<file path="config.mk">
export PLATFORM = sky130hd
export DESIGN_NAME = ppsb_port
export DESIGN_NICKNAME = d
export VERILOG_FILES = /design/src/rtl/ppsb_pkg.sv /design/src/rtl/ppsb_fifo.sv /design/src/rtl/ppsb_port.sv
export SDC_FILE = /design/constraint.sdc
export NUM_CORES = 1
export LEC_CHECK = 0
export BUFFER_PORTS_ARGS = -buffer_cell sky130_fd_sc_hd__buf_2
export CAP_MARGIN = 20
export CORE_ASPECT_RATIO = 0.7
export CORE_MARGIN = 2
export CORE_UTILIZATION = 64
export CTS_BUF_LIST = sky130_fd_sc_hd__clkbuf_4 sky130_fd_sc_hd__clkbuf_8
export CTS_CLUSTER_SIZE = 16
export DETAILED_ROUTE_END_ITERATION = 12
export GPL_TIMING_DRIVEN = 0
export PLACE_DENSITY_LB_ADDON = 0.3
export SLEW_MARGIN = 5
export SYNTH_ARGS = -nofsm -noshare
export SYNTH_HDL_FRONTEND = slang
export SYNTH_SLANG_ARGS = --single-unit
</file>
<file path="constraint.sdc">
create_clock -name clk_sys -period 11.3 [get_ports clk_sys]
set_input_delay 2.825 -clock clk_sys [delete_from_list [all_inputs] [get_ports clk_sys]]
set_output_delay 2.825 -clock clk_sys [all_outputs]
set_load 0.05 [all_outputs]
</file>
<file path="src/rtl/ppsb_pkg.sv">
package ppsb_pkg;
  // register byte addresses
  localparam logic [7:0] OFF_PIN_ENABLE = 8'h00;
  localparam logic [7:0] OFF_STATUS = 8'h04;
  localparam logic [7:0] OFF_PAD_CFG = 8'h08;
  localparam logic [7:0] OFF_MODE = 8'h0c;
  localparam logic [7:0] OFF_IN_FIRST = 8'h10;
  localparam logic [7:0] OFF_IN_SECOND = 8'h14;
  localparam logic [7:0] OFF_OUT_FIRST = 8'h18;
  localparam logic [7:0] OFF_OUT_SECOND = 8'h1c;
  localparam logic [7:0] OFF_LOG = 8'h20;
  // pin enable layout
  localparam logic [15:0] PIN_EN_MASK = 16'h47ff;
  localparam logic [15:0] PIN_EN_RESET = 16'h0000;
  localparam int PIN_EN_CS_BIT = 14;
  localparam int PIN_EN_ADDR_LSB = 2;
  localparam int PIN_EN_ADDR_MSB = 10;
  // status layout
  localparam int ST_IN_ALL_FULL = 15;
  localparam int ST_IN_OVF = 14;
  localparam int ST_IN_FULL_LSB = 8;
  localparam int ST_OUT_ALL_EMPTY = 7;
  localparam int ST_OUT_UNF = 6;
  localparam int ST_OUT_EMPTY_LSB = 0;
  localparam logic [3:0] IN_FULL_RESET = 4'h0;
  localparam logic [3:0] OUT_EMPTY_RESET = 4'hf;
  // pad configuration layout
  localparam int PAD_TTL_BIT = 0;
  localparam logic PAD_TTL_RESET = 1'b0;
  // mode register layout
  localparam int MODE_SEL_LSB = 0;
  localparam int MODE_IRQ_LSB = 2;
  localparam logic [1:0] MODE_LEGACY = 2'h0;
  localparam logic [1:0] MODE_ADDRESSABLE = 2'h1;
  localparam logic [1:0] IRQ_NONE = 2'h0;
  localparam logic [1:0] IRQ_EACH = 2'h1;
  localparam logic [1:0] IRQ_LAST_BYTE = 2'h3;
  localparam logic [1:0] LAST_BYTE_IDX = 2'h3;
  // log fifo shape
  localparam int LOG_DEPTH = 16;
  localparam int LOG_VALID_BIT = 31;

  typedef struct packed {
    logic [1:0] idx;
    logic [7:0] data;
  } ppsb_host_byte_t;

  typedef struct packed {
    logic cs;
    logic rd;
    logic wr;
    logic [1:0] addr;
    logic [7:0] data;
  } ppsb_pins_t;

  localparam ppsb_pins_t PINS_RESET = '{cs: 1'b0, rd: 1'b0, wr: 1'b0, addr: 2'h0, data: 8'h00};
endpackage

</file>
<file path="src/rtl/ppsb_fifo.sv">
`timescale 1ns/1ps
module ppsb_fifo #(
  parameter int WIDTH = 10,
  parameter int DEPTH = 16
) (
  input wire logic clk_sys,
  input wire logic rst,
  input wire logic ce,
  input wire logic in_valid,
  output logic in_ready,
  input wire logic [WIDTH-1:0] in_data,
  output logic out_valid,
  input wire logic out_ready,
  output logic [WIDTH-1:0] out_data
);
  localparam int AW = $clog2(DEPTH);

  logic [WIDTH-1:0] mem [DEPTH];
  logic [AW-1:0] wr_ptr_q;
  logic [AW-1:0] rd_ptr_q;
  logic [AW-1:0] rd_ptr_d;
  logic [AW:0] count_q;
  logic [WIDTH-1:0] head_q;
  logic push;
  logic pop;

  assign in_ready = (count_q != (AW+1)'(DEPTH));
  assign out_valid = (count_q != '0);
  assign push = in_valid & in_ready;
  assign pop = out_valid & out_ready;
  assign rd_ptr_d = pop ? rd_ptr_q + AW'(1) : rd_ptr_q;

  ////////////////////////////////////////////////////////////////
  always_ff @(posedge clk_sys) begin
    if (ce && push) begin
      mem[wr_ptr_q] <= in_data;
    end
  end

  always_ff @(posedge clk_sys or posedge rst) begin
    if (rst) begin
      wr_ptr_q <= '0;
      rd_ptr_q <= '0;
      count_q <= '0;
    end else if (ce) begin
      if (push) begin
        wr_ptr_q <= wr_ptr_q + AW'(1);
      end
      rd_ptr_q <= rd_ptr_d;
      count_q <= count_q + (AW+1)'(push) - (AW+1)'(pop);
    end
  end

  // registered head, bypassing a write into the slot about to be shown
  always_ff @(posedge clk_sys or posedge rst) begin
    if (rst) begin
      head_q <= '0;
    end else if (ce) begin
      if (push && (wr_ptr_q == rd_ptr_d)) begin
        head_q <= in_data;
      end else begin
        head_q <= mem[rd_ptr_d];
      end
    end
  end

  assign out_data = head_q;
endmodule

</file>
<file path="src/rtl/ppsb_port.sv">
`timescale 1ns/1ps
//////////////////////////////////////////////////////////////////
// Contract
// - a set chip-select enable bit routes the chip-select pad to the port, clear leaves port I/O.
// - each set upper address enable bit gives its address pad to the port, clear leaves port I/O.
// - the two lowest enable bits give address pads 1 and 0 to the port as low address or latch.
// - the input-all-full flag is one only while all four input bytes hold data.
// - a host write to a full input byte sets input overflow, cleared only by software writing 0.
// - each input byte full flag is set while unread data waits and cleared by a processor read.
// - the output-all-empty flag is one only while all four output bytes are empty.
// - a host read of an empty output byte sets output underflow, cleared by software writing 0.
// - each output byte empty flag is one while empty and cleared by a processor write of data.
// - in addressable mode host address 00 to 11 pick low/high byte of first then second buffer.
// - the pad configuration bit selects ttl input buffers at one, schmitt buffers at zero.
// - unimplemented bits of pin enable, status and pad configuration read zero, ignore writes.
// - interrupt mode 11 requests an interrupt when buffer byte 3 is read or written.
// - mode 01 is the addressable slave port using strobes, chip select, data and low address.
module ppsb_port (
  input wire logic clk_sys,
  input wire logic rst,
  input wire logic ce,
  input wire logic [7:0] paddr,
  input wire logic psel,
  input wire logic penable,
  input wire logic pwrite,
  input wire logic [31:0] pwdata,
  output logic [31:0] prdata,
  output logic pready,
  output logic pslverr,
  input wire logic host_cs,
  input wire logic host_rd,
  input wire logic host_wr,
  input wire logic [1:0] host_addr,
  input wire logic [7:0] host_data_in,
  output logic [7:0] host_data_out,
  output logic host_data_oe_n,
  output logic pad_cs_port_sel,
  output logic [8:0] pad_addr_port_sel,
  output logic [1:0] pad_low_port_sel,
  output logic pad_ttl_sel,
  output logic interrupt_request,
  output logic log_in_ready
);
  //////////////////////////////////////////////////////////////////
  // declarations
  logic [15:0] pin_en_q;
  logic pad_ttl_q;
  logic [1:0] mode_sel_q;
  logic [1:0] irq_mode_q;
  logic [7:0] in_byte_q [4];
  logic [7:0] out_byte_q [4];
  logic [3:0] in_full_q;
  logic [3:0] out_empty_q;
  logic ovf_q;
  logic unf_q;
  logic [1:0] wr_ptr_q;
  logic [1:0] rd_ptr_q;
  ppsb_pkg::ppsb_pins_t sync1_q;
  ppsb_pkg::ppsb_pins_t sync2_q;
  logic act_wr_q;
  logic act_rd_q;
  logic [7:0] wr_data_q;
  logic [1:0] wr_idx_q;
  logic [1:0] rd_idx_q;
  logic [7:0] data_out_q;
  logic oe_n_q;
  logic irq_q;
  logic cs_eff;
  logic [1:0] addr_eff;
  logic act_wr;
  logic act_rd;
  logic [1:0] cur_idx;
  logic wr_done;
  logic rd_done;
  logic wr_refused;
  logic apb_acc;
  logic apb_wr;
  logic apb_rd;
  logic mapped;
  logic log_valid;
  logic log_pop;
  ppsb_pkg::ppsb_host_byte_t log_in;
  ppsb_pkg::ppsb_host_byte_t log_out;
  logic [15:0] status;

  function automatic logic [3:0] pair_mask(input logic second);
    pair_mask = second ? 4'hc : 4'h3;
  endfunction
  function automatic logic [3:0] byte_mask(input logic [1:0] idx);
    byte_mask = 4'h1 << idx;
  endfunction

  //////////////////////////////////////////////////////////////////
  // pad routing
  assign pad_cs_port_sel = pin_en_q[ppsb_pkg::PIN_EN_CS_BIT];
  assign pad_addr_port_sel = pin_en_q[ppsb_pkg::PIN_EN_ADDR_MSB:ppsb_pkg::PIN_EN_ADDR_LSB];
  assign pad_low_port_sel = pin_en_q[1:0];
  assign pad_ttl_sel = pad_ttl_q;

  //////////////////////////////////////////////////////////////////
  // host pin synchronisers
  always_ff @(posedge clk_sys or posedge rst) begin
    if (rst) begin
      sync1_q <= ppsb_pkg::PINS_RESET;
      sync2_q <= ppsb_pkg::PINS_RESET;
    end else if (ce) begin
      sync1_q <= '{cs: host_cs, rd: host_rd, wr: host_wr, addr: host_addr, data: host_data_in};
      sync2_q <= sync1_q;
    end
  end

  // pads left as port I/O do not reach the port
  assign cs_eff = sync2_q.cs & pin_en_q[ppsb_pkg::PIN_EN_CS_BIT];
  assign addr_eff = sync2_q.addr & pin_en_q[1:0];
  assign act_wr = cs_eff & sync2_q.wr;
  assign act_rd = cs_eff & sync2_q.rd;

  // addressable mode uses host address, legacy mode walks the buffers
  always_comb begin
    if (mode_sel_q == ppsb_pkg::MODE_ADDRESSABLE) begin
      cur_idx = addr_eff;
    end else begin
      cur_idx = act_wr ? wr_ptr_q : rd_ptr_q;
    end
  end

  //////////////////////////////////////////////////////////////////
  // host strobe tracking, transfer completes as strobe falls
  always_ff @(posedge clk_sys or posedge rst) begin
    if (rst) begin
      act_wr_q <= 1'b0;
      act_rd_q <= 1'b0;
      wr_data_q <= 8'h00;
      wr_idx_q <= 2'h0;
      rd_idx_q <= 2'h0;
    end else if (ce) begin
      act_wr_q <= act_wr;
      act_rd_q <= act_rd;
      if (act_wr) begin
        wr_data_q <= sync2_q.data;
        wr_idx_q <= cur_idx;
      end
      if (act_rd) begin
        rd_idx_q <= cur_idx;
      end
    end
  end
  assign wr_done = act_wr_q & ~act_wr;
  assign rd_done = act_rd_q & ~act_rd;
  assign wr_refused = in_full_q[wr_idx_q] | ~log_in_ready;

  always_ff @(posedge clk_sys or posedge rst) begin
    if (rst) begin
      wr_ptr_q <= 2'h0;
      rd_ptr_q <= 2'h0;
    end else if (ce) begin
      if (wr_done && mode_sel_q == ppsb_pkg::MODE_LEGACY) begin
        wr_ptr_q <= wr_ptr_q + 2'h1;
      end
      if (rd_done && mode_sel_q == ppsb_pkg::MODE_LEGACY) begin
        rd_ptr_q <= rd_ptr_q + 2'h1;
      end
    end
  end

  // host read data
  always_ff @(posedge clk_sys or posedge rst) begin
    if (rst) begin
      data_out_q <= 8'h00;
      oe_n_q <= 1'b1;
    end else if (ce) begin
      data_out_q <= out_byte_q[cur_idx];
      oe_n_q <= ~act_rd;
    end
  end
  assign host_data_out = data_out_q;
  assign host_data_oe_n = oe_n_q;

  //////////////////////////////////////////////////////////////////
  // apb slave
  assign apb_acc = psel & penable;
  assign apb_wr = apb_acc & pwrite;
  assign apb_rd = apb_acc & ~pwrite;
  assign pready = 1'b1;
  assign pslverr = apb_acc & ~mapped;

  // configuration registers
  always_ff @(posedge clk_sys or posedge rst) begin
    if (rst) begin
      pin_en_q <= ppsb_pkg::PIN_EN_RESET;
      pad_ttl_q <= ppsb_pkg::PAD_TTL_RESET;
      mode_sel_q <= ppsb_pkg::MODE_LEGACY;
      irq_mode_q <= ppsb_pkg::IRQ_NONE;
    end else if (ce && apb_wr) begin
      if (paddr == ppsb_pkg::OFF_PIN_ENABLE) begin
        pin_en_q <= pwdata[15:0] & ppsb_pkg::PIN_EN_MASK;
      end else if (paddr == ppsb_pkg::OFF_PAD_CFG) begin
        pad_ttl_q <= pwdata[ppsb_pkg::PAD_TTL_BIT];
      end else if (paddr == ppsb_pkg::OFF_MODE) begin
        mode_sel_q <= pwdata[ppsb_pkg::MODE_SEL_LSB +: 2];
        irq_mode_q <= pwdata[ppsb_pkg::MODE_IRQ_LSB +: 2];
      end
    end
  end

  // output buffers written by software
  always_ff @(posedge clk_sys or posedge rst) begin
    if (rst) begin
      for (int i = 0; i < 4; i++) begin
        out_byte_q[i] <= 8'h00;
      end
    end else if (ce && apb_wr) begin
      if (paddr == ppsb_pkg::OFF_OUT_FIRST) begin
        out_byte_q[0] <= pwdata[7:0];
        out_byte_q[1] <= pwdata[15:8];
      end else if (paddr == ppsb_pkg::OFF_OUT_SECOND) begin
        out_byte_q[2] <= pwdata[7:0];
        out_byte_q[3] <= pwdata[15:8];
      end
    end
  end

  // input buffers written by the host
  always_ff @(posedge clk_sys or posedge rst) begin
    if (rst) begin
      for (int i = 0; i < 4; i++) begin
        in_byte_q[i] <= 8'h00;
      end
    end else if (ce && wr_done && !wr_refused) begin
      in_byte_q[wr_idx_q] <= wr_data_q;
    end
  end

  //////////////////////////////////////////////////////////////////
  // buffer flags, hardware set wins over software clear
  always_ff @(posedge clk_sys or posedge rst) begin
    if (rst) begin
      in_full_q <= ppsb_pkg::IN_FULL_RESET;
      out_empty_q <= ppsb_pkg::OUT_EMPTY_RESET;
    end else if (ce) begin
      in_full_q <= (in_full_q
        & ~((apb_rd && paddr == ppsb_pkg::OFF_IN_FIRST) ? pair_mask(1'b0) : 4'h0)
        & ~((apb_rd && paddr == ppsb_pkg::OFF_IN_SECOND) ? pair_mask(1'b1) : 4'h0))
        | ((wr_done && !wr_refused) ? byte_mask(wr_idx_q) : 4'h0);
      out_empty_q <= (out_empty_q
        & ~((apb_wr && paddr == ppsb_pkg::OFF_OUT_FIRST) ? pair_mask(1'b0) : 4'h0)
        & ~((apb_wr && paddr == ppsb_pkg::OFF_OUT_SECOND) ? pair_mask(1'b1) : 4'h0))
        | (rd_done ? byte_mask(rd_idx_q) : 4'h0);
    end
  end

  always_ff @(posedge clk_sys or posedge rst) begin
    if (rst) begin
      ovf_q <= 1'b0;
      unf_q <= 1'b0;
    end else if (ce) begin
      if (wr_done && wr_refused) begin
        ovf_q <= 1'b1;
      end else if (apb_wr && paddr == ppsb_pkg::OFF_STATUS && !pwdata[ppsb_pkg::ST_IN_OVF]) begin
        ovf_q <= 1'b0;
      end
      if (rd_done && out_empty_q[rd_idx_q]) begin
        unf_q <= 1'b1;
      end else if (apb_wr && paddr == ppsb_pkg::OFF_STATUS && !pwdata[ppsb_pkg::ST_OUT_UNF]) begin
        unf_q <= 1'b0;
      end
    end
  end

  always_comb begin
    status = 16'h0000;
    status[ppsb_pkg::ST_IN_ALL_FULL] = &in_full_q;
    status[ppsb_pkg::ST_IN_OVF] = ovf_q;
    status[ppsb_pkg::ST_IN_FULL_LSB +: 4] = in_full_q;
    status[ppsb_pkg::ST_OUT_ALL_EMPTY] = &out_empty_q;
    status[ppsb_pkg::ST_OUT_UNF] = unf_q;
    status[ppsb_pkg::ST_OUT_EMPTY_LSB +: 4] = out_empty_q;
  end

  //////////////////////////////////////////////////////////////////
  // interrupt request pulse
  always_ff @(posedge clk_sys or posedge rst) begin
    if (rst) begin
      irq_q <= 1'b0;
    end else if (ce) begin
      if (irq_mode_q == ppsb_pkg::IRQ_LAST_BYTE) begin
        irq_q <= (wr_done && wr_idx_q == ppsb_pkg::LAST_BYTE_IDX)
          || (rd_done && rd_idx_q == ppsb_pkg::LAST_BYTE_IDX);
      end else begin
        irq_q <= (irq_mode_q == ppsb_pkg::IRQ_EACH) && (wr_done || rd_done);
      end
    end
  end
  assign interrupt_request = irq_q;

  //////////////////////////////////////////////////////////////////
  // log of accepted host bytes, drained by software
  assign log_in = '{idx: wr_idx_q, data: wr_data_q};
  assign log_pop = ce & apb_rd & (paddr == ppsb_pkg::OFF_LOG);

  ppsb_fifo #(.WIDTH($bits(ppsb_pkg::ppsb_host_byte_t)), .DEPTH(ppsb_pkg::LOG_DEPTH)) u_log (
    .clk_sys(clk_sys),
    .rst(rst),
    .ce(ce),
    .in_valid(wr_done & ~in_full_q[wr_idx_q]),
    .in_ready(log_in_ready),
    .in_data(log_in),
    .out_valid(log_valid),
    .out_ready(log_pop),
    .out_data(log_out)
  );

  //////////////////////////////////////////////////////////////////
  // read mux
  always_comb begin
    mapped = 1'b1;
    if (paddr == ppsb_pkg::OFF_PIN_ENABLE) begin
      prdata = {16'h0000, pin_en_q};
    end else if (paddr == ppsb_pkg::OFF_STATUS) begin
      prdata = {16'h0000, status};
    end else if (paddr == ppsb_pkg::OFF_PAD_CFG) begin
      prdata = {31'h00000000, pad_ttl_q};
    end else if (paddr == ppsb_pkg::OFF_MODE) begin
      prdata = {28'h0000000, irq_mode_q, mode_sel_q};
    end else if (paddr == ppsb_pkg::OFF_IN_FIRST) begin
      prdata = {16'h0000, in_byte_q[1], in_byte_q[0]};
    end else if (paddr == ppsb_pkg::OFF_IN_SECOND) begin
      prdata = {16'h0000, in_byte_q[3], in_byte_q[2]};
    end else if (paddr == ppsb_pkg::OFF_OUT_FIRST) begin
      prdata = {16'h0000, out_byte_q[1], out_byte_q[0]};
    end else if (paddr == ppsb_pkg::OFF_OUT_SECOND) begin
      prdata = {16'h0000, out_byte_q[3], out_byte_q[2]};
    end else if (paddr == ppsb_pkg::OFF_LOG) begin
      prdata = {log_valid, 21'h000000, log_out};
    end else begin
      mapped = 1'b0;
      prdata = 32'h00000000;
    end
  end
endmodule

</file>
==> results_dict.tcl <==
set metrics [dict create \
    status "finished, final reports clean" \
    start_util_pct 65.0 \
    htreeDepth 2 \
    hold_buffers 0 \
    synthDistinctLibCells 73 \
    crit_family "simple AND/OR/NAND/NOR gates" \
    cts.sinks 328 \
    synth_top_area_cell "edfxtp_1" \
    critPathSlowestCell "nor3_1" \
    power-per-cell-area_nw_per_um2 143 \
    fp.dieH_um 136 \
    timing.rr.end "u_log.count_q[4]$_DFFE_PP0P_" \
    max_slew_margin_pct 18.6 \
    first_global_vias 11700 \
    drc 0 \
    cpMostUsedCell "buf_2" \
    place_inst 1732 \
    cp-end-kind "primary output" \
    syn_area_um2 16000 \
    via_per_inst 6.82 \
    finClkSkew_ps 25.9 \
    io_buffers 82 \
    async_reset_ff_share_pct 51.2 \
    place_congestion 0.984 \
    yosysSeqAreaShare_pct 56.3 \
    post_dp_cell_area_um2 17000 \
    regToRegSetupSlack_ps 7050 \
    switchingPower_w 0.000620 \
    leakage_nw 7.67 \
    rr_startpoint "u_log.count_q[2]$_DFFE_PP0P_" \
    grt_start_max_net_pins 97 \
    cts_setup_buffers 0 \
    grt_pass1_wl_um 70800 \
    cts_resized 0 \
    crit_arrival_ps 5580 \
    drive_gt1_share_pct 25.9 \
    cts-root-buf "clkbuf_8" \
    r2r_cells 19 \
    rsz0062_at_grt "false" \
    critPathLaunchType "input port" \
    hold_viol_final 0 \
    ir_drop_uv 131 \
    synth_area_leaders "edfxtp_1 (30%), dfrtp_1 (25%), mux2_2 (8.5%), mux2i_1 (3.3%), nand2_1 (2.8%)" \
    synth_area_per_cell_um2 12.3 \
    nets 1529 \
    vias 12400 \
    dieArea_um2 26300 \
    ant_nets 0 \
    ys_seq_elements 328 \
    crit_chain "buf_2 -> or4_4 -> buf_6 -> nor2_2 -> nand2_1 -> nor3_1 -> a222oi_1 -> o21ai_0 -> buf_2" \
    drtIter0Drc 1825 \
    crit_buf_inv 3 \
    slowest_delay_ps 700 \
    tightest_slew_ps 1200 \
    cp_max_fo 9 \
    fin_cells 1822 \
    hold_path_end "wr_ptr_q[1]$_DFFE_PP0P_" \
    final_common_cell "dfrtp_1" \
    cts_made_buffers 48 \
    cts_tree "done" \
    syn_to_final_growth_pct 13.1 \
    core_area_um2 24600 \
    gr-usage-all-layers_pct 36.9 \
    crit_required_ps 8480 \
    setup_viol 0 \
    synth_edf_count 160 \
    power_frac_seq_pct 50.4 \
    min_from "wr_ptr_q[1]$_DFFE_PP0P_" \
    max_freq_mhz 119 \
    hold_depth 1 \
    drv_cap 0 \
    hold_path.class "reg2reg" \
    yosys.area.top_type_share_pct 30.0 \
    synth_warnings 0 \
    diodes 0 \
    finalCriticalPeriod_ps 8410 \
    switching_share_pct 23.9 \
    maxSlewViolCount 0 \
    grt_overflow_total 0 \
    io_pins 117 \
    hold_ws_ps 486 \
    antenna_found_initial 0 \
    ys.flop_type "dfrtp_1" \
    worstSetupPathType "in2out" \
    layout_common_cells "dfrtp_1 (163), edfxtp_1 (160), mux2_2 (121)" \
    finalSetupTns_ps 0 \
    design_area_um2 18100 \
    syn_inst 1305 \
    clkPwrFrac_pct 42.1 \
    clk_pin_slew_worst_paths_ps 60 \
    drt_pass1_iterations 6 \
    share_comb_of_total_power_pct 7.6 \
    routedWlPerCell_um 26.4 \
    dp_hpwl_um 33800 \
    die_w_um 193 \
    rows 48 \
    finalCritPeriodShare_pct 74.4 \
    power.internal_w 0.00197 \
    cts_buffer_depth 3 \
    wirelength_um 48200 \
    worstSkewPairLatency_ps 610 \
]
## cell families after synthesis
group / after synthesis / share of synthesized area [%]
mux: 199 / 15.0
other cells: 2 / 0.0469
buf+inv: 130 / 3.95
simple gates: 368 / 12.0
fa+ha+maj: 12 / 0.985
flops: 328 / 56.3
compound gates: 247 / 10.6
xor+xnor: 19 / 1.13
## final cells by class
class                   count  area, um^2
plain buffers             105         538
repair buffers             89         490
clock buffers              75         938
fillers                  1681        6520
well taps                 325         407
inverters                  25         101
multi-input cells         861        6440
clock inverters            14         174
flip-flops and latches    328        9010
## state kept, by name, summed over array words and instances, names as in the netlist, 2 cells and up
| register | flops |
|---|---|
| out_empty_q | 4 |
| rd_idx_q | 2 |
| u_log.count_q | 5 |
| u_log.mem | 160 |
| in_full_q | 4 |
| irq_mode_q | 2 |
| wr_data_q | 8 |
| wr_ptr_q | 2 |
| sync1_q | 13 |
| u_log.wr_ptr_q | 4 |
| host_data_out | 8 |
| u_log.out_data | 10 |
| out_byte_q | 32 |
| u_log.rd_ptr_q | 4 |
| wr_idx_q | 2 |
| in_byte_q | 32 |
| mode_sel_q | 2 |
| sync2_q | 13 |
| rd_ptr_q | 2 |
| pin_en_q | 12 |
## synth_stat cells (28+ instances only)
library cell / count
a221oi_1: 41
a21oi_1: 66
nand2_1: 120
edfxtp_1: 160
clkbuf_1: 50
dfrtp_1: 163
and3_1: 28
mux2_2: 121
nand3_1: 66
nor2_1: 34
o21ai_0: 33
mux2i_1: 53
## metal layers
layer	up-vias	part of all wire, %	GRT usage (%)
met2	855	42	50.2
met5	-	0	0
met4	0	2.2	9.47
met1	6215	42	57.3
li1	5246	-	-
met3	110	14	11.3
## power groups by stage
| stage | Sequential, W | Combinational (W) | Clock [W] |
|---|---|---|---|
| floorplan | 0.00132 | 0.000137 | 0 |
| global placement | 0.00133 | 0.000183 | 0 |
| detailed placement | 0.00133 | 0.000193 | 0 |
| CTS | 0.00131 | 0.000195 | 0.00110 |
| global route | 0.00131 | 0.000214 | 0.00115 |
| finish | 0.00131 | 0.000197 | 0.00109 |
## stage by stage
stage               worst slack (ps)  power, W  utilization [%]
finish                          2890   0.00259             73.5
global route                    2830   0.00267             73.5
CTS                             3000   0.00260             73.5
detailed placement              3030   0.00152             68.9
global placement                2190   0.00151             68.5
floorplan                       3000   0.00146                -
## how the worst max path moves through the flow
stage                         from                           end  slack [ps]  cells past startpoint
after floorplan           paddr[7]                     prdata[4]        3000                      6
after global placement         rst  u_log.count_q[2]$_DFFE_PP0P_        2190                      2
after detailed placement  paddr[7]                     prdata[1]        3030                      9
after CTS                 paddr[7]                     prdata[1]        3000                      9
after global routing      paddr[7]                     prdata[1]        2830                      9
final                     paddr[7]                     prdata[4]        2890                      9
Power figures use the tool's default switching activity.
